`src/fapm_pkg.sv`:
```
// constants and types shared by the flash access pin mux
package fapm_pkg;
  // widths
  localparam int ADDR_W     = 16;
  localparam int DATA_W     = 8;
  localparam int SCAN_OUT_W = 12;
  localparam int SCAN_IN_W  = 7;
  localparam int REG_ADDR_W = 4;
  localparam int CNT_W      = 4;

  // register offsets
  localparam logic [REG_ADDR_W-1:0] REG_SPECIAL_FUNCTION_CTRL = 4'h0;
  localparam logic [REG_ADDR_W-1:0] REG_MODE_STATUS           = 4'h1;

  // fields and reset values
  localparam int CODE_WRITE_SELECT_BIT = 0;
  localparam int STAT_PROG_BIT         = 0;
  localparam int STAT_EXT_BIT          = 1;
  localparam int STAT_BUSY_BIT         = 2;
  localparam logic [DATA_W-1:0] SPECIAL_FUNCTION_CTRL_RESET = 8'h00;

  // pin positions inside the scan groups
  localparam int AD_HI_PIN_BASE = 8;  // scan_out 8..11 carry bus bits 7..4
  localparam int ALE_PIN        = 4;
  localparam int RD_PIN         = 5;
  localparam int WR_PIN         = 6;

  // external fetch timing
  localparam int CLK_PERIOD_NS  = 25;
  localparam int ALE_WIDTH_NS   = 125;
  localparam int ADDR_SETUP_NS  = 86;
  localparam int ALE_TO_RD_NS   = 160;
  localparam int RD_WIDTH_NS    = 160;
  localparam int ALE_WIDTH_CYC  = (ALE_WIDTH_NS + CLK_PERIOD_NS - 1) / CLK_PERIOD_NS;
  localparam int ADDR_SETUP_CYC = (ADDR_SETUP_NS + CLK_PERIOD_NS - 1) / CLK_PERIOD_NS;
  localparam int ALE_CYC        = (ALE_WIDTH_CYC > ADDR_SETUP_CYC) ? ALE_WIDTH_CYC
                                                                   : ADDR_SETUP_CYC;
  localparam int GAP_CYC        = (ALE_TO_RD_NS + CLK_PERIOD_NS - 1) / CLK_PERIOD_NS;
  localparam int RD_CYC         = (RD_WIDTH_NS + CLK_PERIOD_NS - 1) / CLK_PERIOD_NS;

  typedef enum logic [1:0] {
    FETCH_IDLE,
    FETCH_ALE,
    FETCH_GAP,
    FETCH_READ
  } fapm_fetch_e;
endpackage

```
`src/fapm_pin_mux.sv`:
```
// flash access pin mux: program-port, external-code and keyboard scan pin steering
// Functional notes
// - program-enable alone connects the embedded flash to the parallel programming port
// - program-enable alone turns the scan pins into programming port pins
// - program-enable high holds the processor reset low
// - program-enable alone disables all flash write protection, boot block included
// - program-enable low with external-access off gives the embedded flash back to the processor
// - leaving program mode returns the flash command machine to array read
// - program-enable low releases the processor reset
// - program-enable low re-enables flash write protection
// - external-access routes processor code fetches to the external flash
// - external-access puts external address, data and strobes on the scan pins
// - external-access holds the embedded flash in reset
// - external flash sees read cycles only, never program or erase
// - external data writes use the data write strobe by default
// - control bit D0 set moves external data writes to the code write strobe
// - scan outputs 0..7 carry address bits 15..8 in external mode
// - scan outputs 8..11 and scan inputs 0..3 carry low address then data
// - scan input 4 is the address latch enable in external mode
// - scan input 5 is the active-low read strobe in external mode
// - scan input 6 is the active-low write strobe in external mode
// - latch enable pulses with address valid, then read strobe, data during read
`timescale 1ns/1ps
module fapm_pin_mux #(
  parameter int ALE_CYC = fapm_pkg::ALE_CYC,
  parameter int GAP_CYC = fapm_pkg::GAP_CYC,
  parameter int RD_CYC  = fapm_pkg::RD_CYC
) (
  input  wire logic                                 core_clk,
  input  wire logic                                 rst,
  input  wire logic                                 program_enable_pin,
  input  wire logic                                 external_code_select_n,
  input  wire logic [fapm_pkg::REG_ADDR_W-1:0]      reg_addr,
  input  wire logic [fapm_pkg::DATA_W-1:0]          reg_wdata,
  input  wire logic                                 reg_wr,
  input  wire logic                                 reg_rd,
  output logic      [fapm_pkg::DATA_W-1:0]          reg_rdata,
  output logic                                      cpu_rst_n,
  input  wire logic                                 cpu_fetch_req,
  input  wire logic [fapm_pkg::ADDR_W-1:0]          cpu_fetch_addr,
  output logic                                      cpu_fetch_valid,
  output logic      [fapm_pkg::DATA_W-1:0]          cpu_fetch_data,
  input  wire logic                                 cpu_external_move_instruction_wr,
  output logic                                      data_wr_strobe_n,
  output logic                                      code_wr_strobe_n,
  output logic                                      flash_prog_sel,
  output logic      [fapm_pkg::ADDR_W-1:0]          flash_addr,
  output logic                                      flash_rd,
  input  wire logic [fapm_pkg::DATA_W-1:0]          flash_rdata,
  input  wire logic                                 flash_rd_valid,
  output logic                                      flash_wr,
  output logic      [fapm_pkg::DATA_W-1:0]          flash_wdata,
  output logic                                      flash_wp_disable,
  output logic                                      flash_read_array,
  output logic                                      flash_rst,
  input  wire logic [fapm_pkg::SCAN_OUT_W-1:0]      kbd_scan_out,
  input  wire logic [fapm_pkg::SCAN_OUT_W-1:0]      kbd_scan_oe,
  output logic      [fapm_pkg::SCAN_IN_W-1:0]       kbd_scan_in,
  input  wire logic [fapm_pkg::SCAN_OUT_W-1:0]      scan_out_i,
  output logic      [fapm_pkg::SCAN_OUT_W-1:0]      scan_out_o,
  output logic      [fapm_pkg::SCAN_OUT_W-1:0]      scan_out_oe,
  input  wire logic [fapm_pkg::SCAN_IN_W-1:0]       scan_in_i,
  output logic      [fapm_pkg::SCAN_IN_W-1:0]       scan_in_o,
  output logic      [fapm_pkg::SCAN_IN_W-1:0]       scan_in_oe
);
  // counters are CNT_W wide and the gap state spends its first cycle on address hold
  if (ALE_CYC < 1 || ALE_CYC > 15 || GAP_CYC < 2 || GAP_CYC > 15 || RD_CYC < 1 || RD_CYC > 15)
  begin : g_bad_timing
    $error("fapm_pin_mux: timing counts out of range");
  end

  localparam logic [fapm_pkg::CNT_W-1:0] ALE_LOAD = fapm_pkg::CNT_W'(ALE_CYC - 1);
  localparam logic [fapm_pkg::CNT_W-1:0] GAP_LOAD = fapm_pkg::CNT_W'(GAP_CYC - 1);
  localparam logic [fapm_pkg::CNT_W-1:0] RD_LOAD  = fapm_pkg::CNT_W'(RD_CYC - 1);

  // gathers the multiplexed bus from its split pin groups, bit 7 on scan_out 8
  function automatic logic [7:0] ad_from_pins(input logic [11:0] so, input logic [6:0] si);
    ad_from_pins = {so[8], so[9], so[10], so[11], si[0], si[1], si[2], si[3]};
  endfunction

  // mode decode: both pins asserted selects external mode, external access wins
  logic prog_mode;
  logic ext_mode;
  logic int_mode;
  assign ext_mode = !external_code_select_n;
  assign prog_mode = program_enable_pin && !ext_mode;
  assign int_mode = !program_enable_pin && !ext_mode;

  // ---------------- mode transitions ----------------
  logic prev_prog;
  logic next_prev_prog;
  logic next_cpu_rst_n;
  logic next_flash_read_array;

  // reset release and read-array request follow program-enable one edge later
  always_comb begin
    next_prev_prog = prog_mode;
    next_cpu_rst_n = !program_enable_pin;
    next_flash_read_array = prev_prog && !prog_mode;
  end

  always_ff @(posedge core_clk or posedge rst) begin
    if (rst) begin
      prev_prog        <= 1'b0;
      cpu_rst_n        <= 1'b0;
      flash_read_array <= 1'b0;
    end else begin
      prev_prog        <= next_prev_prog;
      cpu_rst_n        <= next_cpu_rst_n;
      flash_read_array <= next_flash_read_array;
    end
  end

  // protection and reset of the embedded flash track the decoded mode
  assign flash_wp_disable = prog_mode;
  assign flash_rst = ext_mode;
  assign flash_prog_sel = prog_mode;

  // ---------------- software registers ----------------
  logic [fapm_pkg::DATA_W-1:0] special_function_ctrl;
  logic [fapm_pkg::DATA_W-1:0] next_special_function_ctrl;
  logic [fapm_pkg::DATA_W-1:0] next_reg_rdata;
  logic                        code_write_select;
  logic                        fetch_busy;

  assign code_write_select = special_function_ctrl[fapm_pkg::CODE_WRITE_SELECT_BIT];

  // read data stands only in the cycle after the strobe; unmapped reads give zero
  always_comb begin
    next_special_function_ctrl = special_function_ctrl;
    next_reg_rdata = 8'h00;
    if (reg_wr && reg_addr == fapm_pkg::REG_SPECIAL_FUNCTION_CTRL) begin
      next_special_function_ctrl = reg_wdata;
    end
    if (reg_rd) begin
      unique case (reg_addr)
        fapm_pkg::REG_SPECIAL_FUNCTION_CTRL: next_reg_rdata = special_function_ctrl;
        fapm_pkg::REG_MODE_STATUS: begin
          next_reg_rdata[fapm_pkg::STAT_PROG_BIT] = prog_mode;
          next_reg_rdata[fapm_pkg::STAT_EXT_BIT]  = ext_mode;
          next_reg_rdata[fapm_pkg::STAT_BUSY_BIT] = fetch_busy;
        end
        default: next_reg_rdata = 8'h00;
      endcase
    end
  end

  always_ff @(posedge core_clk or posedge rst) begin
    if (rst) begin
      special_function_ctrl <= fapm_pkg::SPECIAL_FUNCTION_CTRL_RESET;
      reg_rdata             <= 8'h00;
    end else begin
      special_function_ctrl <= next_special_function_ctrl;
      reg_rdata             <= next_reg_rdata;
    end
  end

  // external move writes pick their strobe from the control bit
  assign data_wr_strobe_n = !(cpu_external_move_instruction_wr && !code_write_select);
  assign code_wr_strobe_n = !(cpu_external_move_instruction_wr && code_write_select);

  // ---------------- external code fetch ----------------
  fapm_pkg::fapm_fetch_e state;
  fapm_pkg::fapm_fetch_e next_state;
  logic [fapm_pkg::CNT_W-1:0]  cnt;
  logic [fapm_pkg::CNT_W-1:0]  next_cnt;
  logic [fapm_pkg::ADDR_W-1:0] fetch_addr;
  logic [fapm_pkg::ADDR_W-1:0] next_fetch_addr;
  logic [fapm_pkg::DATA_W-1:0] next_cpu_fetch_data;
  logic                        next_cpu_fetch_valid;

  assign fetch_busy = (state != fapm_pkg::FETCH_IDLE);

  // read-only sequencer: no write or command cycle ever reaches the external part
  always_comb begin
    next_state = state;
    next_cnt = cnt;
    next_fetch_addr = fetch_addr;
    next_cpu_fetch_data = cpu_fetch_data;
    next_cpu_fetch_valid = 1'b0;
    if (int_mode && flash_rd_valid) begin
      next_cpu_fetch_data = flash_rdata;
      next_cpu_fetch_valid = 1'b1;
    end
    unique case (state)
      fapm_pkg::FETCH_IDLE: begin
        if (ext_mode && cpu_fetch_req && !cpu_fetch_valid) begin
          next_state = fapm_pkg::FETCH_ALE;
          next_cnt = ALE_LOAD;
          next_fetch_addr = cpu_fetch_addr;
        end
      end
      fapm_pkg::FETCH_ALE: begin
        next_cnt = cnt - 4'h1;
        if (cnt == 4'h0) begin
          next_state = fapm_pkg::FETCH_GAP;
          next_cnt = GAP_LOAD;
        end
      end
      fapm_pkg::FETCH_GAP: begin
        next_cnt = cnt - 4'h1;
        if (cnt == 4'h0) begin
          next_state = fapm_pkg::FETCH_READ;
          next_cnt = RD_LOAD;
        end
      end
      fapm_pkg::FETCH_READ: begin
        next_cnt = cnt - 4'h1;
        if (cnt == 4'h0) begin  // data sampled at the last read cycle
          next_state = fapm_pkg::FETCH_IDLE;
          next_cpu_fetch_data = ad_from_pins(scan_out_i, scan_in_i);
          next_cpu_fetch_valid = 1'b1;
        end
      end
    endcase
    // leaving external mode aborts a fetch rather than strand the pins
    if (!ext_mode) begin
      next_state = fapm_pkg::FETCH_IDLE;
    end
  end

  always_ff @(posedge core_clk or posedge rst) begin
    if (rst) begin
      state           <= fapm_pkg::FETCH_IDLE;
      cnt             <= 4'h0;
      fetch_addr      <= 16'h0000;
      cpu_fetch_data  <= 8'h00;
      cpu_fetch_valid <= 1'b0;
    end else begin
      state           <= next_state;
      cnt             <= next_cnt;
      fetch_addr      <= next_fetch_addr;
      cpu_fetch_data  <= next_cpu_fetch_data;
      cpu_fetch_valid <= next_cpu_fetch_valid;
    end
  end

  logic ext_addr_latch_en;
  logic ext_read_strobe_n;
  logic ext_ad_drive;
  assign ext_addr_latch_en = (state == fapm_pkg::FETCH_ALE);
  assign ext_read_strobe_n = !(state == fapm_pkg::FETCH_READ);
  // low address is held one cycle past the latch edge, then the bus floats
  assign ext_ad_drive = ext_addr_latch_en || (state == fapm_pkg::FETCH_GAP && cnt == GAP_LOAD);

  // ---------------- parallel programming port ----------------
  logic [fapm_pkg::DATA_W-1:0] prog_addr_lo;
  logic [fapm_pkg::DATA_W-1:0] next_prog_addr_lo;
  logic [fapm_pkg::DATA_W-1:0] next_flash_wdata;
  logic                        prev_prog_wr_n;
  logic                        next_prev_prog_wr_n;
  logic                        next_flash_wr;
  logic [7:0]                  pin_ad;
  logic [7:0]                  pin_addr_hi;

  assign pin_ad = ad_from_pins(scan_out_i, scan_in_i);
  assign pin_addr_hi = {scan_out_i[0], scan_out_i[1], scan_out_i[2], scan_out_i[3],
                        scan_out_i[4], scan_out_i[5], scan_out_i[6], scan_out_i[7]};

  // low address follows the pins while the latch enable is high; write fires on strobe rise
  always_comb begin
    next_prog_addr_lo = prog_addr_lo;
    next_flash_wdata = flash_wdata;
    next_prev_prog_wr_n = prog_mode ? scan_in_i[fapm_pkg::WR_PIN] : 1'b1;
    next_flash_wr = 1'b0;
    if (prog_mode) begin
      if (scan_in_i[fapm_pkg::ALE_PIN]) begin
        next_prog_addr_lo = pin_ad;
      end
      if (!scan_in_i[fapm_pkg::WR_PIN]) begin
        next_flash_wdata = pin_ad;
      end
      next_flash_wr = !prev_prog_wr_n && scan_in_i[fapm_pkg::WR_PIN];
    end
  end

  always_ff @(posedge core_clk or posedge rst) begin
    if (rst) begin
      prog_addr_lo   <= 8'h00;
      flash_wdata    <= 8'h00;
      prev_prog_wr_n <= 1'b1;
      flash_wr       <= 1'b0;
    end else begin
      prog_addr_lo   <= next_prog_addr_lo;
      flash_wdata    <= next_flash_wdata;
      prev_prog_wr_n <= next_prev_prog_wr_n;
      flash_wr       <= next_flash_wr;
    end
  end

  // embedded flash address and read come from the port owning it
  always_comb begin
    flash_addr = cpu_fetch_addr;
    flash_rd = cpu_fetch_req && int_mode && !cpu_fetch_valid;
    if (prog_mode) begin
      flash_addr = {pin_addr_hi, prog_addr_lo};
      flash_rd = !scan_in_i[fapm_pkg::RD_PIN];
    end
  end

  // ---------------- scan pin steering ----------------
  logic [7:0] ad_out;
  logic       ad_oe;

  // keyboard logic sees released keys while the pins serve another function
  always_comb begin
    scan_out_o  = kbd_scan_out;
    scan_out_oe = kbd_scan_oe;
    scan_in_o   = 7'h7F;
    scan_in_oe  = 7'h00;
    kbd_scan_in = scan_in_i;
    ad_out = 8'h00;
    ad_oe = 1'b0;
    if (ext_mode) begin
      kbd_scan_in = 7'h7F;
      for (int i = 0; i < 8; i++) begin
        scan_out_o[i]  = fetch_addr[15 - i];
        scan_out_oe[i] = 1'b1;
      end
      ad_out = fetch_addr[7:0];
      ad_oe = ext_ad_drive;
      scan_in_o[fapm_pkg::ALE_PIN]  = ext_addr_latch_en;
      scan_in_o[fapm_pkg::RD_PIN]   = ext_read_strobe_n;
      scan_in_o[fapm_pkg::WR_PIN]   = 1'b1;  // write strobe parked high
      scan_in_oe[fapm_pkg::WR_PIN:fapm_pkg::ALE_PIN] = 3'h7;
    end else if (prog_mode) begin
      kbd_scan_in = 7'h7F;
      scan_out_oe[7:0] = 8'h00;
      ad_out = flash_rdata;
      ad_oe = !scan_in_i[fapm_pkg::RD_PIN];
    end
    if (!int_mode) begin
      for (int k = 0; k < 4; k++) begin
        scan_out_o[fapm_pkg::AD_HI_PIN_BASE + k]  = ad_out[7 - k];
        scan_out_oe[fapm_pkg::AD_HI_PIN_BASE + k] = ad_oe;
        scan_in_o[k]  = ad_out[3 - k];
        scan_in_oe[k] = ad_oe;
      end
    end
  end
endmodule

```
`config.mk`:
```
export PLATFORM = sky130hd
export DESIGN_NAME = fapm_pin_mux
export DESIGN_NICKNAME = d
export VERILOG_FILES = /design/src/fapm_pkg.sv /design/src/fapm_pin_mux.sv
export SDC_FILE = /design/constraint.sdc
export NUM_CORES = 1
export LEC_CHECK = 0
export CAP_MARGIN = 20
export CORE_MARGIN = 1
export CORE_UTILIZATION = 30
export CTS_CLUSTER_DIAMETER = 50
export DETAILED_ROUTE_END_ITERATION = 10
export DONT_BUFFER_PORTS = 1
export PLACE_DENSITY = 0.42
export SLEW_MARGIN = 40
export SYNTH_ARGS = -nofsm -noshare
export SYNTH_HDL_FRONTEND = slang
export SYNTH_SLANG_ARGS = --single-unit
```
`constraint.sdc`:
```
create_clock -name core_clk -period 1.92 [get_ports core_clk]
set_input_delay 0.192 -clock core_clk [delete_from_list [all_inputs] [get_ports core_clk]]
set_output_delay 0.192 -clock core_clk [all_outputs]
set_load 0.03 [all_outputs]
```
==> impl_metrics.py <==
metrics = {
    "pwr": {
        "power_frac_clock_pct": 29.0,
        "p_comb_share_pct": 31.2,
        "netSwitchingFraction_pct": 36.4,
        "p_sw_mw": 2.09,
        "power.density_mw_per_mm2": 1320,
        "pwr-share-seq_pct": 39.8,
        "leakage_nw": 1.96,
        "irDropWorstVdd_mv": 0.476,
        "p_int_mw": 3.66,
    },
    "sta": {
        "slew_headroom_pct": 56.1,
        "setup_violations": 0,
        "max_freq_mhz": 535,
        "timing.setup.tns_ns": 0,
        "clock_skew_ns": 0.00518,
        "rsz0062_at_grt": "yes",
        "fin_crit_sh_pct": 97.4,
        "hold_viol": 0,
        "layout_min_cycle_time_ns": 1.87,
        "finalMaxSlewViolations": 0,
        "worst_slew_pin_slew_ns": 0.661,
    },
    "critical_path": {
        "crit_slowest_cell": "dfrtp_1",
        "critPathMaxStageDelay_ns": 0.39,
        "required_ns": 1.73,
        "cp-end-kind": "primary output",
        "worstPathArrival_ns": 1.68,
        "crit_type": "flip-flop to primary output",
        "start_kind": "flip-flop",
        "cp_max_fo": 5,
        "crit_path_cell_trace": "inv_2, ha_2, and4b_1, o21ai_4, o21ai_1, buf_4",
    },
    "route": {
        "wire_per_inst_um": 20.3,
        "routed_via_density": 5.03,
        "wirelength_um": 9700,
        "initialDrtViolationCount": 82,
        "first_pass_iters": 4,
        "vias": 2401,
        "drc": 0,
        "ant_nets": 0,
    },
    "place": {
        "placedCellCount": 428,
        "placed_area_mm2": 0.00372,
        "numPortBuffers": 0,
        "dp.final_hpwl_um": 6520,
        "gp_congestion": 0.763,
    },
    "layout": {
        "drive_above_1_share_pct": 33.5,
        "syn_to_final_growth_pct": 22.8,
        "final_area_mm2": 0.00437,
        "num_antenna_cells": 0,
        "fin_nets": 424,
        "fin_cells": 477,
    },
    "logic_synthesis": {
        "synth.net_count": 391,
        "synth_edf_count": 0,
        "synth.top_cell.area_share_pct": 47.1,
        "ys_seq_area_share_pct": 47.8,
        "syn_inst": 296,
        "synth.area.top_cells": "dfrtp_1, mux2_2, mux2_4, mux2i_1, ha_1",
        "yosys_register_bits": 68,
        "yosys_warnings": 0,
        "netlist_area_mm2": 0.00356,
        "syn_avg_cell_area_um2": 12.0,
        "synthFlopType": "dfrtp_1",
        "yosys.area.top_type": "dfrtp_1",
        "synthDistinctLibCells": 46,
        "ys_async_sr_fraction_pct": 100,
        "synth_common_cells": "dfrtp_1, mux2_2, o21ai_0",
        "synth_most_common_cell": "dfrtp_1",
    },
    "clock_network": {
        "cts_buffer_depth": 2,
        "clk_latency_ns": 0.33,
        "cts_root_buffer": "clkbuf_16",
        "cts.clk_slew.worst_paths_ns": 0.06,
        "ctsHtreeMaxLevel": 3,
        "cts_sinks": 68,
        "cts_buffers": 9,
        "cts_tree": "built",
    },
    "floorplan": {
        "die_w_um": 111,
        "initial_core_util_pct": 31.0,
        "die_h_um": 111,
        "ios": 183,
        "core_mm2": 0.0115,
        "die_area_mm2": 0.0123,
        "rows": 39,
    },
    "status": {
        "status": "complete, no violations",
    },
    "run": {
        "cap_violations": 0,
    },
    "global_route": {
        "grt_pass1_wl_um": 14900,
        "grt_max_degree": 69,
        "grt_pass1_vias": 2563,
        "antenna_found_initial": 0,
        "grt_overflow_total": 0,
        "grt_usage_pct": 16.1,
    },
    "hold_path": {
        "hp-class": "input port to flip-flop",
    },
}
## layer usage
| metal | share of wire, % | global-route usage (%) | vias to the layer above | wire length, µm |
|---|---|---|---|---|
| li1 | - | - | 1107 | - |
| met1 | 42 | 20.1 | 1172 | 4110 |
| met2 | 50 | 26.6 | 108 | 4800 |
| met3 | 6.6 | 4.37 | 14 | 640 |
| met4 | 1.4 | 6.13 | 0 | 140 |
| met5 | 0 | 0 | - | 0 |
## stage by stage
| stage | total power, mW | hold WS, ns | util, % | setup WS (ns) |
|---|---|---|---|---|
| after floorplan | 3.69 | 0.309 | - | 0.0181 |
| after global placement | 4.00 | 0.193 | 32.4 | 0.153 |
| after detailed placement | 4.02 | 0.195 | 32.4 | 0.0196 |
| after CTS | 5.80 | 0.00000805 | 37.8 | -0.0254 |
| after global routing | 6.08 | 0.000264 | 38.1 | -0.0512 |
| final | 5.76 | 0.0133 | 38.1 | 0.0507 |
## area by class of cell
type	count	area, µm²
multi-input cells	192	1690
flip-flops and latches	68	1700
repair buffers	47	457
clock buffers	10	239
clock inverters	6	63.8
fillers	1119	7100
inverters	11	41.3
well taps	143	179
## registers in the layout, indices dropped and copies added, names as in the netlist
signal                 cells
fetch_addr                16
cpu_fetch_data             8
flash_wdata                8
prog_addr_lo               8
reg_rdata                  8
special_function_ctrl      8
cnt                        4
state                      2
cpu_fetch_valid            1
cpu_rst_n                  1
flash_read_array           1
flash_wr                   1
prev_prog                  1
prev_prog_wr_n             1
## path summary, 6_finish.rpt
kind / to / from / cells after the start / slack, ns
max: scan_out_oe[9] / cnt[0] / 6 / 0.05
min: prog_addr_lo[6] / scan_out_i[9] / 1 / 0.01
max reg2reg: cnt[3] / state[0] / 5 / 0.18
min reg2reg: flash_read_array / prev_prog / 1 / 0.45
max in group asynchronous: prev_prog_wr_n / rst / 3 / 1.19
min in group asynchronous: flash_read_array / rst / 3 / 0.38
## worst max-delay path: cells and delay by family, from the launching register on
family | cells | cell delay, ns
AND/OR/NAND/NOR | 1 | 0.22
flip-flops | 1 | 0.39
buffers and inverters | 2 | 0.26
AO/OA/AOI/OAI | 2 | 0.30
adder cells (fa/ha/maj) | 1 | 0.17
## logic make-up after synthesis
group / count (synthesis) / synth area share, %
buf+inv: 36 / 5.94
simple gates: 56 / 9.28
fa+ha+maj: 7 / 2.46
xor+xnor: 1 / 0.246
flops: 68 / 47.8
other cells: 1 / 0.105
compound gates: 50 / 9.17
mux: 77 / 25.0
## timing repair
action,CTS,global route
buffers inserted,1,2
pin swaps,1,2
gates resized for setup,2,11
endpoints found under the setup margin,8,8
hold endpoints to repair,102,0
hold buffers,30,0
## cell usage in the layout (no fill, tap or decap), types with 5 or more instances in the layout
cell           netlist  layout
a21o_1              10      10
a21oi_1              9       9
and2_1               6       6
buf_4                8      14
clkbuf_16            0       9
dfrtp_1             67      67
dlygate4sd3_1        0      30
ha_1                 7       5
inv_1               11       8
mux2_2              54      54
mux2_4              10      10
mux2i_1             13      13
nand2_1             12      12
nor2_1               9       9
o21ai_0             16      10
o22a_1               5       5
or3_1                7       7
## power by group through the flow
stage	registers [mW]	logic, mW	clock network (mW)
final	2.29	1.79	1.67
after global routing	2.35	1.94	1.80
after CTS	2.30	1.78	1.73
after detailed placement	2.32	1.70	0
after global placement	2.32	1.68	0
after floorplan	2.23	1.47	0
Note: power is estimated with default switching activity, not from simulation.
